==> config.mk <==
export PLATFORM = sky130hd
export DESIGN_NAME = dls_serializer
export DESIGN_NICKNAME = d
export VERILOG_FILES = /design/src/logic/dls_pkg.sv /design/src/logic/dls_fifo.sv /design/src/logic/dls_serializer.sv /design/src/logic/dls_slicer.sv
export SDC_FILE = /design/constraint.sdc
export NUM_CORES = 1
export LEC_CHECK = 0
export ABC_AREA = 1
export CORE_ASPECT_RATIO = 1.1
export CORE_MARGIN = 2
export CORE_UTILIZATION = 50
export DETAILED_ROUTE_END_ITERATION = 12
export DONT_BUFFER_PORTS = 1
export GPL_TIMING_DRIVEN = 0
export PLACE_DENSITY = 0.68
export SLEW_MARGIN = 20
export SYNTH_ARGS = -nofsm -noshare
export SYNTH_HDL_FRONTEND = slang
export SYNTH_SLANG_ARGS = --single-unit
==> constraint.sdc <==
create_clock -name i_core_clk -period 4 [get_ports i_core_clk]
set_clock_uncertainty 0.15 [all_clocks]
set_input_delay 0 -clock i_core_clk [delete_from_list [all_inputs] [get_ports i_core_clk]]
set_output_delay 0 -clock i_core_clk [all_outputs]
set_load 0.005 [all_outputs]
==> src/logic/dls_pkg.sv <==
// Purpose: Shared constants and types for the 28-to-4 display link serializer
// Assumes: One core clock at 40 MHz; pixel clock arrives as a sampled pin
// Notes: Slot map gives the parallel bit index per lane and serial slot

package dls_pkg;

    localparam int CORE_CLK_HZ = 40_000_000;
    localparam int CORE_PERIOD_PS = 25_000;
    localparam int WORD_W = 28;
    localparam int LANES = 4;
    localparam int SLOTS = 7;
    localparam int FIFO_DEPTH = 16;
    localparam int CLK_HIGH_SLOTS = 4;

    // Lock delay after shutdown release, in microseconds
    localparam int LOCK_TIME_US = 10;
    localparam int LOCK_CYCLES = (LOCK_TIME_US * CORE_CLK_HZ) / 1_000_000;

    // Shutdown to float time, in picoseconds; longest time rounds down, at least one cycle
    localparam int DIS_TIME_PS = 12_000;
    localparam int DIS_CYCLES_RAW = DIS_TIME_PS / CORE_PERIOD_PS;
    localparam int DIS_CYCLES = (DIS_CYCLES_RAW < 1) ? 1 : DIS_CYCLES_RAW;

    localparam logic [15:0] LOCK_CNT_RST = 16'h0000;
    localparam logic [2:0] SLOT_RST = 3'h0;

    // Parallel bit index for each slot (outer) and lane (inner)
    typedef logic [4:0] dls_idx_t;
    localparam dls_idx_t SLOT_MAP [SLOTS][LANES] = '{
        '{5'h01, 5'h09, 5'h14, 5'h05},
        '{5'h00, 5'h08, 5'h13, 5'h1B},
        '{5'h07, 5'h12, 5'h1A, 5'h17},
        '{5'h06, 5'h0F, 5'h19, 5'h11},
        '{5'h04, 5'h0E, 5'h18, 5'h10},
        '{5'h03, 5'h0D, 5'h16, 5'h0B},
        '{5'h02, 5'h0C, 5'h15, 5'h0A}
    };

    typedef struct packed {
        logic [3:0] lane;
        logic link_clk;
    } dls_ser_t;

    typedef struct packed {
        logic [3:0] lane_oe_n;
        logic link_clk_oe_n;
    } dls_oe_t;

endpackage : dls_pkg

==> src/logic/dls_fifo.sv <==
// Purpose: Word FIFO between capture and serializer
// Assumes: Single clock, valid/ready on both sides
// Notes: Depth must be a power of two

`timescale 1ns/10ps

module dls_fifo #(
    parameter int WIDTH = 28,
    parameter int DEPTH = 16
) (
    input wire logic i_core_clk,
    input wire logic i_nrst,
    input wire logic i_clear,
    input wire logic i_in_valid,
    output logic o_in_ready,
    input wire logic [WIDTH-1:0] i_in_data,
    output logic o_out_valid,
    input wire logic i_out_ready,
    output logic [WIDTH-1:0] o_out_data
);

    localparam int AW = $clog2(DEPTH);

    typedef struct packed {
        logic [AW:0] wr;
        logic [AW:0] rd;
    } dls_fifo_st_t;

    dls_fifo_st_t st_reg;
    dls_fifo_st_t st_next;
    logic [WIDTH-1:0] mem [DEPTH];
    logic push;
    logic pop;
    logic full;
    logic empty;

    assign full = (st_reg.wr[AW] != st_reg.rd[AW]) && (st_reg.wr[AW-1:0] == st_reg.rd[AW-1:0]);
    assign empty = (st_reg.wr == st_reg.rd);
    assign o_in_ready = !full && !i_clear;
    assign o_out_valid = !empty && !i_clear;
    assign o_out_data = mem[st_reg.rd[AW-1:0]];
    assign push = i_in_valid && o_in_ready;
    assign pop = o_out_valid && i_out_ready;

    always_comb begin
        st_next = st_reg;
        if (i_clear) begin
            st_next = '0;
        end else begin
            if (push) begin
                st_next.wr = st_reg.wr + 1'b1;
            end
            if (pop) begin
                st_next.rd = st_reg.rd + 1'b1;
            end
        end
    end

    always_ff @(posedge i_core_clk or negedge i_nrst) begin
        if (!i_nrst) begin
            st_reg <= '0;
        end else begin
            st_reg <= st_next;
        end
    end

    // Storage carries no reset; only pointers decide what is visible
    always_ff @(posedge i_core_clk) begin
        if (push) begin
            mem[st_reg.wr[AW-1:0]] <= i_in_data;
        end
    end
endmodule : dls_fifo

==> src/logic/dls_serializer.sv <==
// Purpose: 28-to-4 display link serializer with forwarded link clock
// Assumes: Pixel clock slower than core clock / 14; sampled through two flops
// Notes: Slot timing is paced by a core-clock enable, not by a true 7x PLL
//
// How it works
// - Slot 0 carries bits 1,9,20,5
// - Slot 1 carries bits 0,8,19,27
// - Slot 2 carries bits 7,18,26,23
// - Slot 3 carries bits 6,15,25,17
// - Slot 4 carries bits 4,14,24,16
// - Slot 5 carries bits 3,13,22,11
// - Slot 6 carries bits 2,12,21,10
// - Slot zero aligned with link clock rise
// - Link clock at pixel rate, high four sevenths
// - Lanes valid about 10 us after release
// - Shutdown floats link clock quickly
// - Edge select chooses capture edge
// - High selects rising, low selects falling
// - Shutdown holds all registers but the synchronisers and buffer storage cleared
// - Lanes shift at seven times word rate

`timescale 1ns/10ps

module dls_serializer #(
    parameter int LOCK_CYCLES = dls_pkg::LOCK_CYCLES,
    parameter int WIDTH = dls_pkg::WORD_W,
    parameter int DEPTH = dls_pkg::FIFO_DEPTH
) (
    input wire logic i_core_clk,
    input wire logic i_nrst,
    input wire logic i_pixel_clock_in,
    input wire logic i_capture_edge_select,
    input wire logic i_shutdown_n,
    input wire logic [WIDTH-1:0] i_parallel_input_bits,
    output logic [3:0] o_serial_lane,
    output logic [3:0] o_serial_lane_oe_n,
    output logic o_link_clock_out,
    output logic o_link_clock_out_oe_n,
    output logic o_lanes_valid,
    output logic o_overflow
);

    ////////////////////////////////////////////////////////////////////////////
    // Input synchronisers

    typedef struct packed {
        logic [1:0] clk_s;
        logic [1:0] sel_s;
        logic [1:0] sd_s;
        logic [WIDTH-1:0] d_s1;
        logic [WIDTH-1:0] d_s2;
        logic clk_prev;
        logic [15:0] lock_cnt;
        logic locked;
        logic [7:0] period_cnt;
        logic [7:0] period_len;
        logic [7:0] slot_cnt;
        logic [2:0] slot;
        logic [WIDTH-1:0] word;
        logic have_word;
        logic [3:0] lane;
        logic link_clk;
        logic ovf;
    } dls_st_t;

    dls_st_t st_reg;
    dls_st_t st_next;

    logic sd_n;
    logic clk_rise;
    logic clk_fall;
    logic cap_edge;
    logic fifo_in_ready;
    logic fifo_out_valid;
    logic fifo_pop;
    logic [WIDTH-1:0] fifo_out_data;
    logic [3:0] slice_bits;
    logic slot_step;
    logic [7:0] slot_len;

    assign sd_n = st_reg.sd_s[1];
    assign clk_rise = st_reg.clk_s[1] && !st_reg.clk_prev;
    assign clk_fall = !st_reg.clk_s[1] && st_reg.clk_prev;
    // Rising edge when select is high, falling when low
    assign cap_edge = st_reg.sel_s[1] ? clk_rise : clk_fall;

    // Slot length is one seventh of the measured pixel period
    assign slot_len = 8'(st_reg.period_len / 8'(dls_pkg::SLOTS));
    assign slot_step = (st_reg.slot_cnt + 8'h01 >= slot_len);

    ////////////////////////////////////////////////////////////////////////////
    // Word buffer: back-pressure shows as overflow since the pin source cannot stall

    dls_fifo #(
        .WIDTH(WIDTH),
        .DEPTH(DEPTH)
    ) u_fifo (
        .i_core_clk(i_core_clk),
        .i_nrst(i_nrst),
        .i_clear(!sd_n),
        .i_in_valid(cap_edge && sd_n),
        .o_in_ready(fifo_in_ready),
        .i_in_data(st_reg.d_s2),
        .o_out_valid(fifo_out_valid),
        .i_out_ready(fifo_pop),
        .o_out_data(fifo_out_data)
    );

    // A new word is drawn at the start of each pixel period
    assign fifo_pop = sd_n && (st_reg.slot == 3'h6) && slot_step;

    dls_slicer #(
        .WIDTH(WIDTH),
        .LANES(dls_pkg::LANES)
    ) u_slicer (
        .i_word(st_reg.word),
        .i_slot(st_reg.slot),
        .o_bits(slice_bits)
    );

    ////////////////////////////////////////////////////////////////////////////
    // Next state

    always_comb begin
        st_next = st_reg;
        st_next.clk_s = {st_reg.clk_s[0], i_pixel_clock_in};
        st_next.sel_s = {st_reg.sel_s[0], i_capture_edge_select};
        st_next.sd_s = {st_reg.sd_s[0], i_shutdown_n};
        st_next.d_s1 = i_parallel_input_bits;
        st_next.d_s2 = st_reg.d_s1;
        st_next.clk_prev = st_reg.clk_s[1];
        if (!sd_n) begin
            // Everything but the synchronisers is held at zero
            st_next.clk_prev = 1'b0;
            st_next.lock_cnt = dls_pkg::LOCK_CNT_RST;
            st_next.locked = 1'b0;
            st_next.period_cnt = '0;
            st_next.period_len = '0;
            st_next.slot_cnt = '0;
            st_next.slot = dls_pkg::SLOT_RST;
            st_next.word = '0;
            st_next.have_word = 1'b0;
            st_next.lane = '0;
            st_next.link_clk = 1'b0;
            st_next.ovf = 1'b0;
        end else begin
            // Lock delay counter gates lane validity
            if (!st_reg.locked) begin
                st_next.lock_cnt = st_reg.lock_cnt + 16'h0001;
                if (st_reg.lock_cnt + 16'h0001 >= 16'(LOCK_CYCLES)) begin
                    st_next.locked = 1'b1;
                end
            end
            // Measure pixel period between rising edges
            if (clk_rise) begin
                st_next.period_cnt = '0;
                st_next.period_len = st_reg.period_cnt + 8'h01;
            end else if (st_reg.period_cnt != 8'hFF) begin
                st_next.period_cnt = st_reg.period_cnt + 8'h01;
            end
            if (cap_edge && !fifo_in_ready) begin
                st_next.ovf = 1'b1;
            end
            // Slot sequencer
            if (slot_step) begin
                st_next.slot_cnt = '0;
                if (st_reg.slot == 3'h6) begin
                    st_next.slot = 3'h0;
                    st_next.word = fifo_out_valid ? fifo_out_data : '0;
                    st_next.have_word = fifo_out_valid;
                end else begin
                    st_next.slot = st_reg.slot + 3'h1;
                end
            end else begin
                st_next.slot_cnt = st_reg.slot_cnt + 8'h01;
            end
            // Lane bits and link clock follow the slot, slot zero at clock rise
            st_next.lane = (st_reg.locked && st_reg.have_word) ? slice_bits : 4'h0;
            st_next.link_clk = (st_reg.slot < 3'(dls_pkg::CLK_HIGH_SLOTS));
        end
    end

    always_ff @(posedge i_core_clk or negedge i_nrst) begin
        if (!i_nrst) begin
            st_reg <= '0;
        end else begin
            st_reg <= st_next;
        end
    end

    ////////////////////////////////////////////////////////////////////////////
    // Outputs: enables follow the synchronised shutdown level

    assign o_serial_lane = st_reg.lane;
    assign o_link_clock_out = st_reg.link_clk;
    assign o_link_clock_out_oe_n = !sd_n;
    assign o_serial_lane_oe_n = {4{!sd_n}};
    assign o_lanes_valid = st_reg.locked;
    assign o_overflow = st_reg.ovf;
endmodule : dls_serializer

==> src/logic/dls_slicer.sv <==
// Purpose: Pick one bit per lane for the given slot from a captured word
// Assumes: Slot index in range 0 to 6
// Notes: Pure lookup, registered by the caller

`timescale 1ns/10ps

module dls_slicer #(
    parameter int WIDTH = 28,
    parameter int LANES = 4
) (
    input wire logic [WIDTH-1:0] i_word,
    input wire logic [2:0] i_slot,
    output logic [LANES-1:0] o_bits
);

    for (genvar g = 0; g < LANES; g++) begin : g_lane
        always_comb begin
            o_bits[g] = 1'b0;
            if (i_slot < 3'(dls_pkg::SLOTS)) begin
                o_bits[g] = i_word[dls_pkg::SLOT_MAP[i_slot][g]];
            end
        end
    end

endmodule : dls_slicer

# Word-level counts from Yosys, hierarchy flattened
# Memory sizes are Yosys's and may differ from the RTL's.
# Index checks and enable logic that the tools add are counted.
# W data, S select, Z words.
dict set report word_totals {
  mem_bits_ro 160
  word_cells 104
  inputBits 33
  memories 2
  ramBits 448
  ff_bits 152
  out_inout_bits 12
}
dict set report op_classes {
  muxes 34
  eq_ne 13
  magnitude_cmp 9
  bitwise 1
  n_reduce_logical 19
  addsub 6
  div_mod_pow 1
}
# name depth width rd rd_ports_with_merged_regs write_ports line
set memory_table {}
lappend memory_table {u_fifo.mem 16 28 1 0 1 dls_fifo.sv:31} ;# logic [WIDTH-1:0] mem [DEPTH];
lappend memory_table {{(name not given)} 8 20 1 0 0 dls_slicer.sv:20} ;# o_bits[g] = i_word[dls_pkg::SLOT_MAP[i_slot][g]];
# cell n
set ops {}
lappend ops {{$mux W79} 1}
lappend ops {{$mux W20} 2}
lappend ops {{$mux W32} 1}
lappend ops {{$mux W8} 4}
lappend ops {{$mux W29} 1}
lappend ops {{$mux W28} 1}
lappend ops {{$lt A5 B6 Y1 const B} 4}
lappend ops {{$bmux W1 S5} 4}
lappend ops {{$mux W17} 1}
lappend ops {{$add A16 B1 Y16 const B} 1}
lappend ops {{$add A8 B1 Y8 const B} 2}
lappend ops {{$ge A16 B9 Y1 const B} 1}
lappend ops {{$mux W1} 14}
lappend ops {{$logic_and A1 B1 Y1} 12}
lappend ops {{$ne A2 B1 Y1 const B} 6}
lappend ops {{$add A5 B1 Y5 const B} 2}
lappend ops {{$mux W10} 1}
lappend ops {{$mux W5} 2}
lappend ops {{$div A8 B3 Y8 const B} 1}
lappend ops {{$ge A8 B8 Y1} 1}
lappend ops {{$ne A8 B8 Y1 const B} 1}
lappend ops {{$logic_not A1 Y1} 6}
lappend ops {{$lt A3 B3 Y1 const B} 2}
lappend ops {{$eq A5 B5 Y1} 1}
lappend ops {{other kinds (11)} 11}

# Logic depth before layout (Yosys ltp)
# Gate-level depths: netlist (run 1).
dict set report logic_depth {
  depth_word 9
  ltp_mapped 34
  depth_no_buf 33
}

# By module
# A second synthesis (run 1) with hierarchy kept.
dict set report hier_totals {
  cells_unflattened 2195
  hier_area_um2 24858.8
}
# module area_per_inst_um2 cells_per_inst instances seq_area_each_um2
set by_module_without_submodules {}
lappend by_module_without_submodules {dls_fifo 18320.1 1477 1 13703.1}
lappend by_module_without_submodules {dls_serializer 5610.4 517 1 3553.4}
lappend by_module_without_submodules {dls_slicer 928.4 201 1 0.0}

# Worst setup path before layout (run 1)
# OpenSTA, ideal clock, no wires.
dict set report synth_path {
  path_kind {flip-flop to flip-flop}
  startpoint {register st_reg[53] (netlist bit)}
  endpoint {register u_fifo.st_reg[3] (netlist bit)}
  synth_period_minus_slack_ps 3873
  arrival_ps 3595
  setup_time_ps 129
  path_slack_ps 127
  path_buffers 1
  required_time_ps 3721
  stages_incl_launch_ff 34
  cell_sequence {dfrtp_1 > inv_1 > nand4_1 > nand2_1 > inv_1 > nand2_1 > o21bai_4 > nand2_2 > nand3_2 > nand2_4 > nand2_2 > nand2_1 > inv_2 > ha_1 > nand3_1 > nand3_2 > inv_2 > nand2_1 > nand2_1 > nand2_1 > ha_1 > inv_1 > a21boi_1 > o21a_1 > o21a_1 > o211ai_1 > nand3_2 > nor2_4 > nor2_8 > nand2_4 > buf_6 > nand2_2 > nand2_1 > o21ai_1}
}
dict set report synth_between {
  elab_chain_len 5
}
# item line
set synth_lines {}
lappend synth_lines {{from (decl)} dls_serializer.sv:66} ;# dls_st_t st_reg;
lappend synth_lines {{from (signal assigned)} dls_serializer.sv:187} ;# st_reg <= st_next;
lappend synth_lines {{$div A8 B3 Y8} dls_serializer.sv:88} ;# assign slot_len = 8'(st_reg.period_len / 8'(dls_pkg::SLOTS));
lappend synth_lines {{$ge A8 B8 Y1} dls_serializer.sv:89} ;# assign slot_step = (st_reg.slot_cnt + 8'h01 >= slot_len);
lappend synth_lines {{$logic_and A1 B1 Y1} dls_serializer.sv:110} ;# assign fifo_pop = sd_n && (st_reg.slot == 3'h6) && slot_step;
lappend synth_lines {{$logic_and A1 B1 Y1} dls_fifo.sv:43} ;# assign pop = o_out_valid && i_out_ready;
lappend synth_lines {{$ne A2 B1 Y1 (no source line)} -}
lappend synth_lines {{to (signal assigned)} dls_fifo.sv:63} ;# st_reg <= st_next;
lappend synth_lines {{to (decl)} dls_fifo.sv:29} ;# dls_fifo_st_t st_reg;
# Every way passes these cells.
# A chain may end at the register's enable or synchronous reset.

# Worst setup path in the final report (run 1)
# Same ends and word-level chain as after synthesis.

==> results of run 1 <==
stage by stage:
step	power (mW)	setup slack [ps]	utilization, %	TNS [ps]
2_1_floorplan	7.46	127	-	0
3_3_place_gp	7.73	-784	52.5	-273460
3_5_place_dp	7.76	-489	53.7	-15150
4_1_cts	13.4	-140	59.5	-3660
6_report	13.4	-143	60.1	-2870
5_1_grt	13.8	-515	60.1	-18320
layer usage:
metal  GRT usage, %  vias to the layer above  routed length, um
met5              0                        -                  0
met1           34.2                     8372              25800
met3           4.88                      168               5780
met4           12.1                        0               3080
met2           42.0                      825              31100
li1               -                     7500                  -
repair_timing:
| item | in CTS | in global routing |
|---|---|---|
| gates resized for setup | 16 | 63 |
| hold buffers | 65 | 0 |
| setup endpoints to repair | 43 | 43 |
| pin swaps | 14 | 22 |
| buffers inserted | 9 | 7 |
| cloned | 0 | 1 |
| hold endpoints to repair | 183 | 0 |
synth_stat cells (2+ instances only):
cell	n
a21oi_1	241
a221oi_1	27
a22oi_1	43
a32o_1	41
and3_1	2
buf_1	10
buf_2	23
buf_4	8
buf_6	2
clkbuf_1	71
clkinv_1	3
dfrtp_1	152
edfxtp_1	448
ha_1	22
inv_1	94
inv_2	7
nand2_1	451
nand2_2	6
nand2_4	2
nand3_1	53
nand3_2	6
nand3b_1	3
nand4_1	11
nor2_1	50
nor3_1	6
nor3_2	3
o211ai_1	19
o21a_1	3
o21ai_0	77
o21ai_1	9
o21ai_2	3
o22ai_1	30
o311ai_0	15
xnor2_1	6
xor2_1	22
power groups by stage:
stage               clock network [mW]  logic, mW  registers [mW]
floorplan                            0      0.471            6.99
global placement                     0      0.695            7.03
detailed placement                   0      0.718            7.04
CTS                               5.69      0.812            6.91
global route                      5.96      0.927            6.93
finish                            5.64      0.847            6.92
layout make-up:
type                       instances  area [um2]
clock inverter                    22         248
inverter                         105         404
clock buffer                      88        1730
tap                              645         807
buffer                           114         522
sequential                       600       17300
fill                            3714       19100
multi-input combinational       1166        6570
timing repair buffer              98        1270
how the worst min path moves through the flow:
stage | start | end | slack, ps
5_1_grt | st_next[96] | st_reg[96] | 200
2_1_floorplan | i_nrst | o_lanes_valid | -450
6_report | st_next[96] | st_reg[96] | 190
3_5_place_dp | i_nrst | st_next[85] | -440
4_1_cts | st_next[96] | st_reg[96] | 190
3_3_place_gp | i_nrst | st_next[89] | -440
kinds of logic (layout without fill, tap and decap cells):
family / count (synthesis) / count (layout)
AOI/OAI and AO/OA: 516 / 516
buffers and inverters: 219 / 427
adders and majority gates: 22 / 22
and+or+nand+nor: 598 / 598
other: 1 / 2
xor gates and xnor gates: 28 / 28
DFF: 600 / 600
==> results.sh, run 1 <==
export IMPL_status="complete, but fails checks"
export IMPL_violations="setup timing"
export IMPL_clk_path_buf_depth=3
export IMPL_root_buffer="clkbuf_16"
export IMPL_die_h_um=235
export IMPL_grt_usage_pct=26.0
export IMPL_worst_r2r_path_depth=29
export IMPL_finalCritPeriodShare_pct=104
export IMPL_wl_per_cell_um=23.2
export IMPL_cts_tree="done"
export IMPL_num_antenna_cells=0
export IMPL_core_mm2=0.0479
export IMPL_synth_adder_area_share_pct=1.13
export IMPL_worstSetupPathType="flop to flop"
export IMPL_synth_mux_area_share_pct=0
export IMPL_areaGrowthSynthToFinish_pct=18.3
export IMPL_worstReg2RegEnd="u_fifo.st_reg[3]"
export IMPL_drt_pass1_iterations=6
export IMPL_hold_path_class="flop to flop"
export IMPL_drive_gt1_share_pct=11.2
export IMPL_vias_per_cell=5.94
export IMPL_drc=0
export IMPL_dieArea_mm2=0.0505
export IMPL_drt_iter0_drc=2014
export IMPL_swShare_pct=22.6
export IMPL_critPathMaxStageDelay_ps=470
export IMPL_dp_hpwl_um=42500
export IMPL_die_x_um=214
export IMPL_p_seq_share_pct=51.6
export IMPL_worstReg2RegStart="st_reg[53]"
export IMPL_grt_pass1_wl_um=99700
export IMPL_synth_compound_area_share_pct=13.1
export IMPL_synth_xor_area_share_pct=1.01
export IMPL_setup_viol=38
export IMPL_clk_pin_slew_ps=60
export IMPL_grt_antenna_before_repair=0
export IMPL_cts_sinks=600
export IMPL_synth_top_family_by_area="compound AO/OA/AOI/OAI gates"
export IMPL_num_rows=84
export IMPL_max_cap_viol_count=0
export IMPL_gp_routability_congestion=0.918
export IMPL_final_cell_area_mm2=0.0288
export IMPL_path_common_cell="nand2_2"
export IMPL_reg2reg_setup_slack_ps=-140
export IMPL_path_buf_inv=6
export IMPL_p_leak_nw=10.8
export IMPL_start_util_pct=50.8
export IMPL_placed_cell_area_mm2=0.0257
export IMPL_postLayoutSetupSlackWorst_ps=-143
export IMPL_grt_pass1_vias=16848
export IMPL_syn_inst=1984
export IMPL_maxSlewHeadroom_pct=22.9
export IMPL_largest_reg_flops=448
export IMPL_cp_top_family="simple AND/OR/NAND/NOR gates"
export IMPL_layout_commonest_cell="edfxtp_1"
export IMPL_htree_levels=2
export IMPL_ioPinCount=45
export IMPL_cts_buffers=60
export IMPL_critPathSlowestCell="dfrtp_2"
export IMPL_grt_overflow=0
export IMPL_whs_path_depth=0
export IMPL_wirelength_um=65800
export IMPL_peakVddDrop_v=0.000352
export IMPL_powerDensity_mw_per_mm2=465
export IMPL_async_flop_share_pct=25.3
export IMPL_power_internal_mw=10.4
export IMPL_place_inst=2646
export IMPL_combPwrFrac_pct=6.3
export IMPL_crit_path_end="u_fifo.st_reg[3]"
export IMPL_yosys_most_used_dff="edfxtp_1"
export IMPL_synth_edf_count=448
export IMPL_vias=16865
export IMPL_final_nets=2200
export IMPL_rsz0062_at_grt="true"
export IMPL_fin_cells=2838
export IMPL_synth_simple_area_share_pct=10.2
export IMPL_crit_fanout=5
export IMPL_endpoint_kind="flop"
export IMPL_path_depth=29
export IMPL_io_buffers=0
export IMPL_finalHoldViolations=0
export IMPL_netlist_area_leader_share_pct=55.2
export IMPL_ys_seq_area_share_pct=70.8
export IMPL_power_switching_mw=3.03
export IMPL_clock_fmax_mhz=241
export IMPL_worst_pin_slew_ps=1150
export IMPL_start_kind="flop"
export IMPL_most_common_layout_cells="edfxtp_1 (448), nand2_1 (427), a21oi_1 (240)"
export IMPL_cp_data_arrival_time_ps=4490
export IMPL_ys_warn_count=0
export IMPL_p_clk_share_pct=42.1
export IMPL_synthesis_area_mm2=0.0244
export IMPL_grt_max_degree=153
export IMPL_syn_avg_cell_area_um2=12.3
export IMPL_ant_nets=0
export IMPL_clkLatencyLatePin_ps=630
export IMPL_hold_ws_ps=192
export IMPL_worst_ep_required_time_ps=4340
export IMPL_ys_ff_latch=600
export IMPL_slew_violations=0
export IMPL_crit_start="st_reg[53]"
export IMPL_synth_top_cell_by_area="edfxtp_1"
export IMPL_synth_distinct_cells=50
export IMPL_synthTopCellsByArea="edfxtp_1 (55%), dfrtp_1 (16%), nand2_1 (6.9%)"
export IMPL_fin_crit_ps=4140
Note: power is estimated with default switching activity, not from simulation.
==> run 2, diff against run 1 <==
Settings changed: PLACE_DENSITY 0.68 to default.
Clock period 4 ns to 4.8 ns, I/O delays scaled along.
==> run 2 against run 1 <==
The flow now finishes without violations. Flip-flop and latch count stayed put. Clock power fell by 17%. Global-route usage grew 0.17 points. Die area unchanged. Sequential share of layout area increased by 0.86 points. Register-to-register slack gained 550 ps. Worst setup slack improved by 550 ps. First-iteration DRC count grew 6.1%.
==> results.sh, run 2 (synthesized netlist as in run 1, its figures left out) <==
export IMPL_grt_max_degree=84
export IMPL_finalHoldViolations=0
export IMPL_most_common_layout_cells="nand2_1 (451), edfxtp_1 (448), a21oi_1 (240)"
export IMPL_dp_hpwl_um=43300
export IMPL_clkLatencyLatePin_ps=640
export IMPL_wl_per_cell_um=23.2
export IMPL_drc=0
export IMPL_nFillCells=3881
export IMPL_maxSlewHeadroom_pct=39.6
export IMPL_setup_viol=0
export IMPL_wl_met2_um=31400
export IMPL_layout_commonest_cell="nand2_1"
export IMPL_power_total_mw=11.1
export IMPL_worst_ep_required_time_ps=5130
export IMPL_slew_violations=0
export IMPL_cts_tree="done"
export IMPL_grt_antenna_before_repair=0
export IMPL_worstSetupPathType="flop to flop"
export IMPL_vias_per_cell=5.86
export IMPL_worst_pin_slew_ps=906
export IMPL_pre_cts_ws_ps=353
export IMPL_final_nets=2187
export IMPL_powerDensity_mw_per_mm2=392
export IMPL_largest_reg_flops=448
export IMPL_fin_crit_ps=4400
export IMPL_drt_iter0_drc=2137
export IMPL_endpoint_kind="flop"
export IMPL_die_h_um=235
export IMPL_rsz0062_at_grt="false"
export IMPL_hold_path_class="flop to flop"
export IMPL_path_common_cell="nand2_1"
export IMPL_clk_pin_slew_ps=60
export IMPL_wl_met3_um=4950
export IMPL_grt_pass1_vias=16072
export IMPL_wl_met1_um=27800
export IMPL_areaGrowthSynthToFinish_pct=16.6
export IMPL_peakVddDrop_v=0.000278
export IMPL_num_antenna_cells=0
export IMPL_post_route_util_pct=59.2
export IMPL_num_rows=84
export IMPL_ant_nets=0
export IMPL_wirelength_um=65800
export IMPL_dieArea_mm2=0.0505
export IMPL_grt_overflow=0
export IMPL_top_layer_used="met4"
export IMPL_core_mm2=0.0479
export IMPL_cts_buffers=60
export IMPL_cp_data_arrival_time_ps=4730
export IMPL_critPathSlowestCell="dfrtp_1"
export IMPL_postLayoutSetupSlackWorst_ps=402
export IMPL_status="finished, final reports clean"
export IMPL_crit_fanout=10
export IMPL_start_kind="flop"
export IMPL_root_buffer="clkbuf_16"
export IMPL_die_x_um=214
export IMPL_critPathMaxStageDelay_ps=440
export IMPL_grt_pass1_wl_um=99400
export IMPL_drive_gt1_share_pct=8.84
export IMPL_vias=16574
export IMPL_clock_fmax_mhz=227
export IMPL_grt_usage_pct=26.1
export IMPL_clk_path_buf_depth=3
export IMPL_max_cap_viol_count=0
export IMPL_gp_routability_congestion=0.870
export IMPL_drt_pass1_iterations=6
export IMPL_io_buffers=0
export IMPL_ioPinCount=45
export IMPL_p_leak_nw=10.6
export IMPL_start_util_pct=50.8
export IMPL_cts_sinks=600
export IMPL_finalCritPeriodShare_pct=91.6
export IMPL_htree_levels=2
-- run 2: routing by layer --
metal,track usage [%],vias to the layer above
li1,-,7497
met1,37.0,8293
met2,42.4,674
met3,4.03,110
met4,7.22,0
met5,0,-
-- run 2: repair_timing --
| action | in CTS | in global routing |
|---|---|---|
| hold endpoints to repair | 183 | 0 |
| resized for setup | 0 | 0 |
| hold buffers | 66 | 0 |
| setup endpoints to repair | 0 | 10 |
| setup buffers | 0 | 3 |
-- run 2: cell type report --
class	instances	area [um2]	share of cell area, %
Sequential cell	600	17300	60.8
Multi-Input combinational cell	1166	6330	22.3
Clock buffer	83	1630	5.73
Timing Repair Buffer	85	1140	4.00
Tap cell	645	807	2.84
Buffer	114	502	1.77
Inverter	105	397	1.40
Clock inverter	31	335	1.18
-- run 2: worst paths after layout --
path / from / end / slack [ps] / cells past startpoint
max reg2reg: st_reg[53] / st_reg[24] / 400 / 31
max: st_reg[53] / st_reg[24] / 400 / 31
max in group asynchronous: i_nrst / st_reg[79] / 3460 / 4
min in group asynchronous: i_nrst / u_fifo.st_reg[6] / 360 / 3
min: st_next[80] / st_reg[80] / 200 / 0
min reg2reg: st_next[80] / st_reg[80] / 200 / 0
-- run 2: power breakdown --
| part | internal, mW | switching (mW) | leakage, nW |
|---|---|---|---|
| combinational | 0.222 | 0.464 | 3.65 |
| clock | 2.70 | 1.99 | 0.951 |
| sequential | 5.66 | 0.0963 | 5.99 |
-- run 2: worst max-delay path, delay by kind of cell, from the launching register on --
kind	cells	cell delay (ps)
AOI/OAI and AO/OA	6	760
DFF	1	440
adders and majority gates	2	460
and+or+nand+nor	17	1850
buffers and inverters	6	600
-- run 2: per-stage QoR --
step           std cells  hold slack (ps)  area (um2)  TNS (ps)
2_1_floorplan       1985             -446       24400         0
3_3_place_gp        2630             -442       25200     -4750
3_5_place_dp        2646             -441       25700         0
4_1_cts             2826              198       28400         0
5_1_grt             2829              202       28400         0
6_report            2829              195       28400         0
==> run 3, diff against run 2 <==
Settings changed: RECOVER_POWER from default to 25.
==> run 3 against run 2 <==
The flow now finishes with violations (capacitance limit, slew limit). Combinational power hardly changed. Worst setup slack worse by 4.0 ps. Flip-flop and latch count stayed put. Hold slack hardly changed. Clock power hardly changed. Final cell count stayed put. First-iteration DRC count is 0.28% higher. Design area hardly changed.
==> results.sh, run 3 (synthesized netlist as in run 1, its figures left out) <==
export IMPL_root_buffer="clkbuf_16"
export IMPL_finalHoldViolations=0
export IMPL_largest_reg_flops=448
export IMPL_drt_iter0_drc=2143
export IMPL_worst_pin_slew_ps=2240
export IMPL_drt_pass1_iterations=5
export IMPL_peakVddDrop_v=0.000277
export IMPL_vias=16470
export IMPL_num_antenna_cells=0
export IMPL_crit_fanout=10
export IMPL_reg2reg_setup_slack_ps=400
export IMPL_post_route_util_pct=59.2
export IMPL_setup_viol=0
export IMPL_ioPinCount=45
export IMPL_power_total_mw=11.1
export IMPL_path_buf_inv=6
export IMPL_p_leak_nw=10.6
export IMPL_die_x_um=214
export IMPL_clk_path_buf_depth=3
export IMPL_maxSlewHeadroom_pct=-49.3
export IMPL_wl_per_cell_um=23.2
export IMPL_critPathMaxStageDelay_ps=440
export IMPL_endpoint_kind="flop"
export IMPL_ant_nets=0
export IMPL_place_inst=2646
export IMPL_cts_buffers=60
export IMPL_path_common_cell="nand2_1"
export IMPL_grt_overflow=0
export IMPL_areaGrowthSynthToFinish_pct=16.5
export IMPL_placed_cell_area_mm2=0.0257
export IMPL_powerDensity_mw_per_mm2=393
export IMPL_dieArea_mm2=0.0505
export IMPL_core_mm2=0.0479
export IMPL_vias_per_cell=5.82
export IMPL_hold_path_class="flop to flop"
export IMPL_worst_ep_required_time_ps=5140
export IMPL_worstReg2RegStart="st_reg[53]"
export IMPL_postLayoutSetupSlackWorst_ps=398
export IMPL_tns_ps=0
export IMPL_start_kind="flop"
export IMPL_grt_antenna_before_repair=0
export IMPL_rsz0062_at_grt="false"
export IMPL_die_h_um=235
export IMPL_clkLatencyLatePin_ps=650
export IMPL_htree_levels=2
export IMPL_seqCellArea_mm2=0.0173
export IMPL_start_util_pct=50.8
export IMPL_slew_violations=83
export IMPL_finalCritPeriodShare_pct=91.7
export IMPL_grt_usage_pct=26.1
export IMPL_crit_start="st_reg[53]"
export IMPL_cp_data_arrival_time_ps=4740
export IMPL_cts_tree="done"
export IMPL_grt_pass1_vias=16072
export IMPL_num_rows=84
export IMPL_cts_repair_resized=0
export IMPL_multi_input_area_mm2=0.00633
export IMPL_grt_max_degree=84
export IMPL_crit_path_end="st_reg[24]"
export IMPL_hold_ws_ps=195
export IMPL_drc=0
export IMPL_path_depth=31
export IMPL_layout_commonest_cell="nand2_1"
export IMPL_dp_hpwl_um=43300
export IMPL_clk_pin_slew_ps=60
export IMPL_io_buffers=0
export IMPL_final_cell_area_mm2=0.0284
export IMPL_violations="capacitance limit, slew limit"
export IMPL_nFillCells=3883
export IMPL_gp_routability_congestion=0.870
export IMPL_drive_gt1_share_pct=8.84
export IMPL_max_cap_viol_count=1
export IMPL_critPathSlowestCell="dfrtp_1"
export IMPL_pre_cts_ws_ps=353
export IMPL_status="complete, but fails checks"
export IMPL_clock_fmax_mhz=227
export IMPL_fin_cells=2829
export IMPL_wirelength_um=65700
export IMPL_cts_sinks=600
export IMPL_worstSetupPathType="flop to flop"
export IMPL_final_nets=2187
export IMPL_grt_pass1_wl_um=99400
export IMPL_worstReg2RegEnd="st_reg[24]"
export IMPL_cp_top_family="simple AND/OR/NAND/NOR gates"
export IMPL_most_common_layout_cells="nand2_1 (451), edfxtp_1 (448), a21oi_1 (240)"
export IMPL_fin_crit_ps=4400
export IMPL_worst_r2r_path_depth=31
==> run 3: changes by cell type in the layout (fill, tap and decap cells not counted), sizes merged <==
cell	before	now
buf	64	63
clkbuf	154	155
==> run 3: per-layer routing <==
layer	share of wire, %	track usage [%]	vias up
li1	-	-	7506
met2	48	42.4	635
met1	43	37.0	8219
met4	2.5	7.22	0
met5	0	0	-
met3	7.4	4.03	110
==> run 3: what timing repair did <==
action                                  CTS  global route
hold buffers                             66             0
hold endpoints to repair                183             0
endpoints found under the setup margin    0            10
setup buffers                             0             3
==> run 3: final cells by class <==
type	count	share of cell area (%)
Inverter	105	1.40
Clock buffer	83	5.74
Multi-Input combinational cell	1166	22.3
Timing Repair Buffer	85	3.92
Clock inverter	31	1.18
Tap cell	645	2.84
Sequential cell	600	60.8
Buffer	114	1.77
==> run 3: how the worst min path moves through the flow <==
stage	startpoint	to	cells after the start
floorplan	i_nrst	o_lanes_valid	0
global placement	i_nrst	st_reg[92]	0
detailed placement	i_nrst	st_reg[92]	0
CTS	st_next[93]	st_reg[93]	0
global route	st_next[93]	st_reg[93]	0
finish	st_next[80]	st_reg[80]	0
==> run 3: where the power goes <==
part           switching [mW]  total, mW  internal, mW
Combinational           0.463      0.683         0.221
Clock                    2.00       4.70          2.70
Sequential             0.0966       5.76          5.66
